$ cat config.mk
export PLATFORM = sky130hd
export DESIGN_NAME = dcaxq_top
export DESIGN_NICKNAME = d
export VERILOG_FILES = /design/src/hw/dcaxq_pkg.sv /design/src/hw/dcaxq_quad.sv /design/src/hw/dcaxq_pwm.sv /design/src/hw/dcaxq_top.sv
export SDC_FILE = /design/constraint.sdc
export NUM_CORES = 1
export LEC_CHECK = 0
export BUFFER_PORTS_ARGS = -buffer_cell sky130_fd_sc_hd__buf_2
export CELL_PAD_IN_SITES_DETAIL_PLACEMENT = 0
export CELL_PAD_IN_SITES_GLOBAL_PLACEMENT = 1
export CORE_MARGIN = 2
export CORE_UTILIZATION = 30
export DETAILED_ROUTE_END_ITERATION = 12
export PLACE_DENSITY_LB_ADDON = 0.1
export SLEW_MARGIN = 5
export SYNTH_ARGS = -nofsm -noshare
export SYNTH_HDL_FRONTEND = slang
export SYNTH_SLANG_ARGS = --single-unit
$ cat constraint.sdc
create_clock -name CLK -period 8.7 [get_ports CLK]
set_clock_uncertainty 0.1 [all_clocks]
set_input_delay 1.305 -clock CLK [delete_from_list [all_inputs] [get_ports CLK]]
set_output_delay 1.305 -clock CLK [all_outputs]
set_load 0.03 [all_outputs]
$ cat src/hw/dcaxq_pkg.sv
// Shared constants, register map and types for the DC axis encoder and drive-enable block
package dcaxq_pkg;

  // Clock and timing
  localparam int CLK_HZ         = 100_000_000;
  localparam int PWM_FREQ_HZ    = 32_000;
  // Fixed base period; integer division rounds down, so the rate is never below 32 kHz
  localparam int PWM_PERIOD_CYC = CLK_HZ / PWM_FREQ_HZ;
  localparam int VEL_WIN_US     = 1000;
  localparam int VEL_WIN_CYC    = (CLK_HZ / 1_000_000) * VEL_WIN_US;

  // Widths
  localparam int ADDR_W = 8;
  localparam int DATA_W = 32;
  localparam int POS_W  = 32;
  localparam int CUR_W  = 16;
  localparam int DUTY_W = 12;
  localparam int WIN_W  = 32;

  // Register byte offsets
  localparam logic [7:0] OFS_CTRL     = 8'h00;
  localparam logic [7:0] OFS_STATUS   = 8'h04;
  localparam logic [7:0] OFS_POSITION = 8'h08;
  localparam logic [7:0] OFS_VELOCITY = 8'h0c;
  localparam logic [7:0] OFS_CUR_SET  = 8'h10;
  localparam logic [7:0] OFS_LIM_POS  = 8'h14;
  localparam logic [7:0] OFS_LIM_NEG  = 8'h18;
  localparam logic [7:0] OFS_MAX_CUR  = 8'h1c;
  localparam logic [7:0] OFS_CFG      = 8'h20;

  // Field positions
  localparam int CFG_FOUR_EDGE_BIT = 0;
  localparam int ST_DIR_BIT        = 4;
  localparam int ST_RDY_BIT        = 8;
  localparam int ST_SWON_BIT       = 9;
  localparam int ST_OPEN_BIT       = 10;
  localparam int CW_VOLTAGE_BIT    = 1;

  // Control-word command codes in bits 3..0
  localparam logic [3:0] CW_SHUTDOWN_MASK = 4'h7;
  localparam logic [3:0] CW_SHUTDOWN      = 4'h6;
  localparam logic [3:0] CW_SWITCH_ON     = 4'h7;
  localparam logic [3:0] CW_ENABLE_OP     = 4'hf;

  // Values after reset
  localparam logic [3:0]  RST_CTRL      = 4'h0;
  localparam logic        RST_FOUR_EDGE = 1'b1;
  localparam logic [15:0] RST_CUR_SET   = 16'h0000;
  localparam logic [15:0] RST_CUR_LIMIT = 16'h0c35;

  typedef enum logic [1:0] {
    ST_SW_ON_DIS   = 2'b00,
    ST_READY       = 2'b01,
    ST_SWITCHED_ON = 2'b10,
    ST_OP_EN       = 2'b11
  } dcaxq_state_e;

  typedef struct packed {
    logic step;
    logic up;
  } dcaxq_step_s;

  typedef struct packed {
    logic [CUR_W-1:0] pos;
    logic [CUR_W-1:0] neg;
    logic [CUR_W-1:0] max;
  } dcaxq_lim_s;

endpackage

$ cat src/hw/dcaxq_quad.sv
// Quadrature track synchroniser and single/four-edge step decoder
`timescale 1ns/1ns
module dcaxq_quad (
  // Clock and reset
  input  wire logic               clk,
  input  wire logic               rst,
  // Encoder tracks and mode
  input  wire logic               trk_a,
  input  wire logic               trk_b,
  input  wire logic               four_edge,
  // Decoded step
  output dcaxq_pkg::dcaxq_step_s  step
);

  logic [1:0]             sync1_ff;
  logic [1:0]             sync2_ff;
  logic [1:0]             prev_ff;
  logic [2:0]             primed_ff;
  dcaxq_pkg::dcaxq_step_s step_ff;
  logic [1:0]             nxt_prev;
  logic [2:0]             nxt_primed;
  dcaxq_pkg::dcaxq_step_s nxt_step;
  logic                   a_chg;
  logic                   b_chg;

  always_comb begin
    nxt_prev   = sync2_ff;
    nxt_primed = {primed_ff[1:0], 1'b1};
    nxt_step   = '0;
    a_chg      = sync2_ff[1] ^ prev_ff[1];
    b_chg      = sync2_ff[0] ^ prev_ff[0];
    // Compare only once synchroniser and history hold real samples,
    // so a track idling high after reset gives no false step
    if (primed_ff[2] && !(a_chg && b_chg)) begin
      if (four_edge) begin
        if (a_chg) begin
          nxt_step.step = 1'b1;
          nxt_step.up   = sync2_ff[1] ^ sync2_ff[0];
        end else if (b_chg) begin
          nxt_step.step = 1'b1;
          nxt_step.up   = ~(sync2_ff[1] ^ sync2_ff[0]);
        end
      end else if (a_chg && sync2_ff[1]) begin
        nxt_step.step = 1'b1;
        nxt_step.up   = ~sync2_ff[0];
      end
    end
  end

  always_ff @(posedge clk or posedge rst) begin
    if (rst) begin
      sync1_ff  <= 2'h0;
      sync2_ff  <= 2'h0;
      prev_ff   <= 2'h0;
      primed_ff <= 3'h0;
      step_ff   <= '0;
    end else begin
      sync1_ff  <= {trk_a, trk_b};
      sync2_ff  <= sync1_ff;
      prev_ff   <= nxt_prev;
      primed_ff <= nxt_primed;
      step_ff   <= nxt_step;
    end
  end

  assign step = step_ff;

endmodule

$ cat src/hw/dcaxq_pwm.sv
// Fixed-period PWM generator with registered output
`timescale 1ns/1ns
module dcaxq_pwm #(
  parameter int PERIOD = dcaxq_pkg::PWM_PERIOD_CYC
) (
  // Clock and reset
  input  wire logic                          clk,
  input  wire logic                          rst,
  // Duty in clock cycles per period
  input  wire logic [dcaxq_pkg::DUTY_W-1:0]  duty,
  // Modulated level
  output logic                               pwm_on
);

  localparam logic [dcaxq_pkg::DUTY_W-1:0] LAST = dcaxq_pkg::DUTY_W'(PERIOD - 1);

  logic [dcaxq_pkg::DUTY_W-1:0] cnt_ff;
  logic                         on_ff;
  logic [dcaxq_pkg::DUTY_W-1:0] nxt_cnt;
  logic                         nxt_on;

  always_comb begin
    nxt_cnt = (cnt_ff == LAST) ? '0 : cnt_ff + 1'b1;
    nxt_on  = (cnt_ff < duty);
  end

  always_ff @(posedge clk or posedge rst) begin
    if (rst) begin
      cnt_ff <= '0;
      on_ff  <= 1'b0;
    end else begin
      cnt_ff <= nxt_cnt;
      on_ff  <= nxt_on;
    end
  end

  assign pwm_on = on_ff;

endmodule

$ cat src/hw/dcaxq_top.sv
// DC axis: encoder position and velocity, drive-enable sequence, limited PWM drive
//
// Overview of operation
// - A leading B means rotation right
// - A lagging B means rotation left
// - Single-edge: count only A rising edges
// - Four-edge: count every edge of A, B; here A and B changing in the same sample give no count
// - Pulse count is the travelled position
// - Velocity is difference of successive positions
// - Shutdown code x110 gives ready-to-switch-on
// - Switch-on code 0111 gives switched-on
// - Enable code 1111 gives operation enabled
// - Current clamped by direction and maximum limits
// - PWM at fixed 32 kHz base period
// - State changes only on host commands
//
// Chosen here: strobed register access and the register addresses.
`timescale 1ns/1ns
module dcaxq_top #(
  parameter int VEL_WIN_CYC = dcaxq_pkg::VEL_WIN_CYC
) (
  // Clock and reset
  input  wire logic                          CLK,
  input  wire logic                          RESET,
  // Register port
  input  wire logic [dcaxq_pkg::ADDR_W-1:0]  ADDR,
  input  wire logic [dcaxq_pkg::DATA_W-1:0]  WDATA,
  input  wire logic                          WR,
  input  wire logic                          RD,
  output logic      [dcaxq_pkg::DATA_W-1:0]  RDATA,
  // Encoder tracks
  input  wire logic                          TRACK_A,
  input  wire logic                          TRACK_B,
  // Power stage
  output logic                               MOTOR_P,
  output logic                               MOTOR_N,
  output logic                               DRIVE_EN
);

  localparam logic [dcaxq_pkg::WIN_W-1:0] WIN_LAST =
    dcaxq_pkg::WIN_W'(VEL_WIN_CYC - 1);
  localparam logic [dcaxq_pkg::CUR_W-1:0] PERIOD_CUR =
    dcaxq_pkg::CUR_W'(dcaxq_pkg::PWM_PERIOD_CYC);

  // Registered state
  dcaxq_pkg::dcaxq_state_e           state_ff;
  logic [3:0]                        ctrl_ff;
  logic                              four_edge_ff;
  logic [dcaxq_pkg::CUR_W-1:0]       cur_set_ff;
  dcaxq_pkg::dcaxq_lim_s             lim_ff;
  logic [dcaxq_pkg::POS_W-1:0]       pos_ff;
  logic [dcaxq_pkg::POS_W-1:0]       pos_prev_ff;
  logic [dcaxq_pkg::POS_W-1:0]       vel_ff;
  logic [dcaxq_pkg::WIN_W-1:0]       win_ff;
  logic                              dir_ff;
  logic [dcaxq_pkg::DATA_W-1:0]      rdata_ff;
  logic                              motor_p_ff;
  logic                              motor_n_ff;
  logic                              drive_en_ff;

  // Next values
  dcaxq_pkg::dcaxq_state_e           nxt_state;
  logic [3:0]                        nxt_ctrl;
  logic                              nxt_four_edge;
  logic [dcaxq_pkg::CUR_W-1:0]       nxt_cur_set;
  dcaxq_pkg::dcaxq_lim_s             nxt_lim;
  logic [dcaxq_pkg::POS_W-1:0]       nxt_pos;
  logic [dcaxq_pkg::POS_W-1:0]       nxt_pos_prev;
  logic [dcaxq_pkg::POS_W-1:0]       nxt_vel;
  logic [dcaxq_pkg::WIN_W-1:0]       nxt_win;
  logic                              nxt_dir;
  logic [dcaxq_pkg::DATA_W-1:0]      nxt_rdata;
  logic                              nxt_motor_p;
  logic                              nxt_motor_n;
  logic                              nxt_drive_en;

  // Internal
  dcaxq_pkg::dcaxq_step_s            step;
  logic                              pwm_on;
  logic [dcaxq_pkg::DUTY_W-1:0]      duty;
  logic                              cur_neg;
  logic [dcaxq_pkg::CUR_W-1:0]       cur_mag;
  logic [dcaxq_pkg::CUR_W-1:0]       cur_lim;
  logic [dcaxq_pkg::CUR_W-1:0]       cur_eff;
  logic [3:0]                        cw;
  logic                              cw_wr;

  dcaxq_quad u_quad (
    .clk       (CLK),
    .rst       (RESET),
    .trk_a     (TRACK_A),
    .trk_b     (TRACK_B),
    .four_edge (four_edge_ff),
    .step      (step)
  );

  dcaxq_pwm #(
    .PERIOD (dcaxq_pkg::PWM_PERIOD_CYC)
  ) u_pwm (
    .clk    (CLK),
    .rst    (RESET),
    .duty   (duty),
    .pwm_on (pwm_on)
  );

  // Drive state machine: moves only on a control-word write
  always_comb begin
    cw        = WDATA[3:0];
    cw_wr     = WR && (ADDR == dcaxq_pkg::OFS_CTRL);
    nxt_state = state_ff;
    nxt_ctrl  = ctrl_ff;
    if (cw_wr) begin
      nxt_ctrl = cw;
      if (!cw[dcaxq_pkg::CW_VOLTAGE_BIT]) begin
        // Disable voltage drops the drive from any state
        nxt_state = dcaxq_pkg::ST_SW_ON_DIS;
      end else begin
        case (state_ff)
          dcaxq_pkg::ST_SW_ON_DIS: begin
            if ((cw & dcaxq_pkg::CW_SHUTDOWN_MASK) == dcaxq_pkg::CW_SHUTDOWN) begin
              nxt_state = dcaxq_pkg::ST_READY;
            end
          end
          dcaxq_pkg::ST_READY: begin
            if (cw == dcaxq_pkg::CW_SWITCH_ON) begin
              nxt_state = dcaxq_pkg::ST_SWITCHED_ON;
            end
          end
          dcaxq_pkg::ST_SWITCHED_ON: begin
            if (cw == dcaxq_pkg::CW_ENABLE_OP) begin
              nxt_state = dcaxq_pkg::ST_OP_EN;
            end else if ((cw & dcaxq_pkg::CW_SHUTDOWN_MASK) == dcaxq_pkg::CW_SHUTDOWN) begin
              nxt_state = dcaxq_pkg::ST_READY;
            end
          end
          dcaxq_pkg::ST_OP_EN: begin
            if (cw == dcaxq_pkg::CW_SWITCH_ON) begin
              nxt_state = dcaxq_pkg::ST_SWITCHED_ON;
            end else if ((cw & dcaxq_pkg::CW_SHUTDOWN_MASK) == dcaxq_pkg::CW_SHUTDOWN) begin
              nxt_state = dcaxq_pkg::ST_READY;
            end
          end
          default: begin
            nxt_state = dcaxq_pkg::ST_SW_ON_DIS;
          end
        endcase
      end
    end
  end

  always_ff @(posedge CLK or posedge RESET) begin
    if (RESET) begin
      state_ff <= dcaxq_pkg::ST_SW_ON_DIS;
      ctrl_ff  <= dcaxq_pkg::RST_CTRL;
    end else begin
      state_ff <= nxt_state;
      ctrl_ff  <= nxt_ctrl;
    end
  end

  // Configuration and current registers
  always_comb begin
    nxt_four_edge = four_edge_ff;
    nxt_cur_set   = cur_set_ff;
    nxt_lim       = lim_ff;
    if (WR) begin
      case (ADDR)
        dcaxq_pkg::OFS_CFG:     nxt_four_edge = WDATA[dcaxq_pkg::CFG_FOUR_EDGE_BIT];
        dcaxq_pkg::OFS_CUR_SET: nxt_cur_set   = WDATA[dcaxq_pkg::CUR_W-1:0];
        dcaxq_pkg::OFS_LIM_POS: nxt_lim.pos   = WDATA[dcaxq_pkg::CUR_W-1:0];
        dcaxq_pkg::OFS_LIM_NEG: nxt_lim.neg   = WDATA[dcaxq_pkg::CUR_W-1:0];
        dcaxq_pkg::OFS_MAX_CUR: nxt_lim.max   = WDATA[dcaxq_pkg::CUR_W-1:0];
        default:                nxt_four_edge = four_edge_ff;
      endcase
    end
  end

  always_ff @(posedge CLK or posedge RESET) begin
    if (RESET) begin
      four_edge_ff <= dcaxq_pkg::RST_FOUR_EDGE;
      cur_set_ff   <= dcaxq_pkg::RST_CUR_SET;
      lim_ff.pos   <= dcaxq_pkg::RST_CUR_LIMIT;
      lim_ff.neg   <= dcaxq_pkg::RST_CUR_LIMIT;
      lim_ff.max   <= dcaxq_pkg::RST_CUR_LIMIT;
    end else begin
      four_edge_ff <= nxt_four_edge;
      cur_set_ff   <= nxt_cur_set;
      lim_ff       <= nxt_lim;
    end
  end

  // Position, direction and velocity window
  always_comb begin
    nxt_pos      = pos_ff;
    nxt_dir      = dir_ff;
    nxt_pos_prev = pos_prev_ff;
    nxt_vel      = vel_ff;
    nxt_win      = win_ff + 1'b1;
    if (step.step) begin
      nxt_dir = step.up;
      if (step.up) begin
        nxt_pos = pos_ff + 1'b1;
      end else begin
        nxt_pos = pos_ff - 1'b1;
      end
    end
    // Sign of the difference gives direction of travel over the window
    if (win_ff == WIN_LAST) begin
      nxt_win      = '0;
      nxt_vel      = pos_ff - pos_prev_ff;
      nxt_pos_prev = pos_ff;
    end
  end

  always_ff @(posedge CLK or posedge RESET) begin
    if (RESET) begin
      pos_ff      <= '0;
      dir_ff      <= 1'b0;
      pos_prev_ff <= '0;
      vel_ff      <= '0;
      win_ff      <= '0;
    end else begin
      pos_ff      <= nxt_pos;
      dir_ff      <= nxt_dir;
      pos_prev_ff <= nxt_pos_prev;
      vel_ff      <= nxt_vel;
      win_ff      <= nxt_win;
    end
  end

  // Current clamp and power stage steering
  always_comb begin
    cur_neg = cur_set_ff[dcaxq_pkg::CUR_W-1];
    cur_mag = cur_neg ? (~cur_set_ff + 1'b1) : cur_set_ff;
    cur_lim = cur_neg ? lim_ff.neg : lim_ff.pos;
    if (lim_ff.max < cur_lim) begin
      cur_lim = lim_ff.max;
    end
    cur_eff = (cur_mag < cur_lim) ? cur_mag : cur_lim;
    // Setpoint units are PWM clock cycles, so full scale is one period
    if (cur_eff > PERIOD_CUR) begin
      cur_eff = PERIOD_CUR;
    end
    if (state_ff == dcaxq_pkg::ST_OP_EN) begin
      duty = cur_eff[dcaxq_pkg::DUTY_W-1:0];
    end else begin
      duty = '0;
    end
    nxt_drive_en = (state_ff == dcaxq_pkg::ST_OP_EN);
    // Only one bridge side switches, so the motor leads are never both high
    nxt_motor_p  = nxt_drive_en && !cur_neg && pwm_on;
    nxt_motor_n  = nxt_drive_en && cur_neg && pwm_on;
  end

  always_ff @(posedge CLK or posedge RESET) begin
    if (RESET) begin
      motor_p_ff  <= 1'b0;
      motor_n_ff  <= 1'b0;
      drive_en_ff <= 1'b0;
    end else begin
      motor_p_ff  <= nxt_motor_p;
      motor_n_ff  <= nxt_motor_n;
      drive_en_ff <= nxt_drive_en;
    end
  end

  // Read port: data stands for the one cycle after the strobe, zero otherwise
  always_comb begin
    nxt_rdata = '0;
    if (RD) begin
      case (ADDR)
        dcaxq_pkg::OFS_CTRL: nxt_rdata[3:0] = ctrl_ff;
        dcaxq_pkg::OFS_STATUS: begin
          nxt_rdata[1:0]                     = state_ff;
          nxt_rdata[dcaxq_pkg::ST_DIR_BIT]   = dir_ff;
          nxt_rdata[dcaxq_pkg::ST_RDY_BIT]   = (state_ff != dcaxq_pkg::ST_SW_ON_DIS);
          nxt_rdata[dcaxq_pkg::ST_SWON_BIT]  = state_ff[1];
          nxt_rdata[dcaxq_pkg::ST_OPEN_BIT]  = (state_ff == dcaxq_pkg::ST_OP_EN);
        end
        dcaxq_pkg::OFS_POSITION: nxt_rdata = pos_ff;
        dcaxq_pkg::OFS_VELOCITY: nxt_rdata = vel_ff;
        dcaxq_pkg::OFS_CUR_SET:  nxt_rdata[dcaxq_pkg::CUR_W-1:0] = cur_set_ff;
        dcaxq_pkg::OFS_LIM_POS:  nxt_rdata[dcaxq_pkg::CUR_W-1:0] = lim_ff.pos;
        dcaxq_pkg::OFS_LIM_NEG:  nxt_rdata[dcaxq_pkg::CUR_W-1:0] = lim_ff.neg;
        dcaxq_pkg::OFS_MAX_CUR:  nxt_rdata[dcaxq_pkg::CUR_W-1:0] = lim_ff.max;
        dcaxq_pkg::OFS_CFG:      nxt_rdata[dcaxq_pkg::CFG_FOUR_EDGE_BIT] = four_edge_ff;
        default:                 nxt_rdata = '0;
      endcase
    end
  end

  always_ff @(posedge CLK or posedge RESET) begin
    if (RESET) begin
      rdata_ff <= '0;
    end else begin
      rdata_ff <= nxt_rdata;
    end
  end

  assign RDATA    = rdata_ff;
  assign MOTOR_P  = motor_p_ff;
  assign MOTOR_N  = motor_n_ff;
  assign DRIVE_EN = drive_en_ff;

endmodule

==> flow_summary.ini <==
[timing]
max_freq_mhz = 144
setup_viol = 0
period_needed_ns = 6.95
tightest_slew_ns = 1.14
rsz0062_at_grt = false
drv_slew = 0
holdWs_ns = 0.246
slew_headroom_pct = 24.0
finalCritPeriodShare_pct = 79.9
hold_viol = 0
setup_tns_ns = 0

[worst_setup_path]
arrival_ns = 7.32
required_ns = 9.06
cp_max_fo = 19
rr_endpoint = u_pwm.pwm_on$_DFF_PP0_
reg2reg_slack_ns = 1.75
reg2reg_depth = 26
start_kind = flip-flop
reg2reg_from = cur_set_ff[15]$_DFFE_PP0P_
path_class = flip-flop to flip-flop
endpoint_kind = flip-flop

[synthesis]
ys.flop_type = dfrtp_1
ys_seq_area_share_pct = 41.6
ys_types = 66
syn_inst = 1593
synth_nets = 1748
synth.avg_cell_area_um2 = 9.82
yosys_warnings = 0
netlist_area_um2 = 15600
synth_edf_count = 0
postSynth.asyncResetShare_pct = 100
ys_ff_latch = 259

[clock_network]
cts_buffer_depth = 3
clk_latency_ns = 0.54
hold_buffers = 0
post_cts_resized = 0
cts_tree = built
clkTransAtPathRegs_ns = 0.05
cts_max_level = 2
post_cts_buffers = 0
cts.sinks = 259
numCtsBuffers = 35
root_buffer = clkbuf_16

[route]
via_per_inst = 5.01
routed_wl_um = 44300
postRouteAntennaNets = 0
route.vias.total = 11800
firstDrtPassIters = 5
drc = 0
wl_per_cell_um = 18.7
drt_iter0_markers = 576

[power]
p_clk_share_pct = 30.1
p_switching_mw = 1.78
irDropWorstVdd_mv = 0.121
power_frac_comb_pct = 39.7
p_per_area_nw_per_um2 = 269
power.leakage_nw = 8.15
seqPwrFrac_pct = 30.2
swShare_pct = 36.9
p_int_mw = 3.04

[die]
die-area_um2 = 54000
rows = 83
fp.coreArea_um2 = 51400
dieHeight_um = 232
pin_count = 81
fp.dieW_um = 232
start_util_pct = 30.4

[grt]
grt_max_degree = 107
antenna_found_initial = 0
grt_overflow_total = 0
grtUsageTotal_pct = 16.9
grt_pass1_vias = 12300
grt_pass1_wl_um = 71000

[worst_hold_path]
hold_end = u_quad.primed_ff[1]$_DFF_PP0_
hold_class = flip-flop to flip-flop
min_from = u_quad.primed_ff[0]$_DFF_PP0_
min_path_cells = 0

[layout]
antenna_cells = 0
area_growth_pct = 14.4
multi_input_area_um2 = 8620
nNetsFinal = 1813
nFillCells = 5266
seq_area_um2 = 6500
drive_gt1_share_pct = 15.9

[flow_run]
max-cap-violations = 0

[place]
dp_hpwl_um = 32100
port_buffers = 64
gp_congestion = 0.850

[status]
status = finished, final reports clean
==> state kept, by name, summed over array words and instances, names as in the netlist, 2 cells and up <==
signal,cells
RDATA,32
ctrl_ff,4
cur_set_ff,16
lim_ff,48
pos_ff,32
pos_prev_ff,32
state_ff,2
u_pwm.cnt_ff,12
u_quad.nxt_prev,2
u_quad.prev_ff,2
u_quad.primed_ff,3
u_quad.step,2
u_quad.sync1_ff,2
vel_ff,32
win_ff,32
==> how the worst max path moves through the flow <==
stage	to	start	slack, ns	cells after the start
2_1_floorplan	DRIVE_EN$_DFF_PP0_	RESET	0.20	1
3_3_place_gp	u_pwm.pwm_on$_DFF_PP0_	cur_set_ff[15]$_DFFE_PP0P_	1.67	26
3_5_place_dp	u_pwm.pwm_on$_DFF_PP0_	cur_set_ff[15]$_DFFE_PP0P_	1.68	26
4_1_cts	u_pwm.pwm_on$_DFF_PP0_	cur_set_ff[15]$_DFFE_PP0P_	1.66	26
5_1_grt	u_pwm.pwm_on$_DFF_PP0_	cur_set_ff[15]$_DFFE_PP0P_	1.18	24
6_report	u_pwm.pwm_on$_DFF_PP0_	cur_set_ff[15]$_DFFE_PP0P_	1.75	26
==> synthesized netlist by cell type (41+ instances only) <==
cell type	n	share of area, %
dfrtp_1	240	38
mux2i_1	70	4.5
inv_1	82	2.0
ha_1	107	8.6
mux2_2	101	7.3
o21ai_0	110	3.5
nand2_1	153	3.7
clkbuf_1	43	1.0
a21oi_1	78	2.5
xnor2_1	65	3.6
xor2_1	41	2.3
nor2_1	104	2.5
==> layout by cell type (no fill, tap or decap), types with 11 or more instances in the layout <==
cell type    n
xor2_1      41
nor2_1     102
a31oi_1     16
buf_2       63
ha_1       107
dfstp_2     19
nand2_1    153
o211ai_1    12
dfrtp_1    240
nor2b_1     22
mux2_2     101
nand4_1     25
a211oi_1    11
nand3_1     36
and3_1      14
nand2b_1    24
clkbuf_16   37
o31ai_1     13
o22ai_1     11
xnor2_1     65
nor3_1      16
mux2i_1     70
inv_1       81
a21oi_1     78
a221oi_1    12
o21ai_0    110
nor4_1      18
buf_4       17
a21o_1      35
==> power groups by stage <==
| stage | Sequential, mW | Combinational, mW | Clock [mW] |
|---|---|---|---|
| floorplan | 1.42 | 1.52 | 0 |
| global placement | 1.48 | 1.91 | 0 |
| detailed placement | 1.48 | 1.91 | 0 |
| CTS | 1.46 | 1.93 | 1.51 |
| global route | 1.48 | 2.16 | 1.55 |
| finish | 1.46 | 1.91 | 1.45 |
==> critical path, stage by stage (launching register included) <==
cell      delay, ns
dfrtp_1        0.95
mux2_2         0.45
inv_1          0.06
ha_1           0.23
a21o_1         0.18
a21o_1         0.16
a21oi_1        0.18
o31ai_1        0.11
nor3_2         0.52
buf_4          0.31
mux2i_1        0.33
ha_1           0.31
a21o_1         0.17
a21o_1         0.17
a21o_1         0.16
a21oi_1        0.15
o221ai_1       0.19
nor3_1         0.35
a21oi_4        0.23
mux2i_1        0.38
o21ai_0        0.19
ha_1           0.32
a21o_1         0.17
a21o_1         0.17
a21oi_1        0.13
o211ai_1       0.09
nor2_1         0.11
==> logic make-up after synthesis <==
logic type / share of synthesized area [%]
flops: 41.6
compound gates: 14.7
fa+ha+maj: 8.82
simple gates: 13.6
buf+inv: 3.36
other cells: 0.0240
mux: 11.9
xor+xnor: 5.94
==> layer usage <==
metal | global-route usage (%) | share of wire (%) | up-vias
met4 | 5.03 | 2.2 | 0
met2 | 28.5 | 48 | 141
met5 | 0 | 0 | -
met3 | 2.30 | 3.0 | 57
li1 | - | - | 5867
met1 | 22.3 | 47 | 5757
==> stage by stage <==
| step | setup WS, ns | instance area [um2] | utilization, % | instances | total power [mW] |
|---|---|---|---|---|---|
| floorplan | 0.200 | 15600 | - | 1593 | 2.94 |
| global placement | 1.67 | 16700 | 32.6 | 2301 | 3.40 |
| detailed placement | 1.68 | 16700 | 32.6 | 2301 | 3.39 |
| CTS | 1.66 | 17900 | 34.8 | 2362 | 4.89 |
| global route | 1.18 | 17900 | 34.8 | 2362 | 5.19 |
| finish | 1.75 | 17900 | 34.8 | 2362 | 4.82 |
==> layout make-up <==
cell class | instances | area share [%]
tap | 680 | 4.76
sequential | 259 | 36.4
clock buffer | 52 | 5.88
timing repair buffer | 80 | 2.48
inverter | 83 | 1.78
multi-input combinational | 1199 | 48.2
clock inverter | 9 | 0.559
Power figures use the tool's default switching activity.
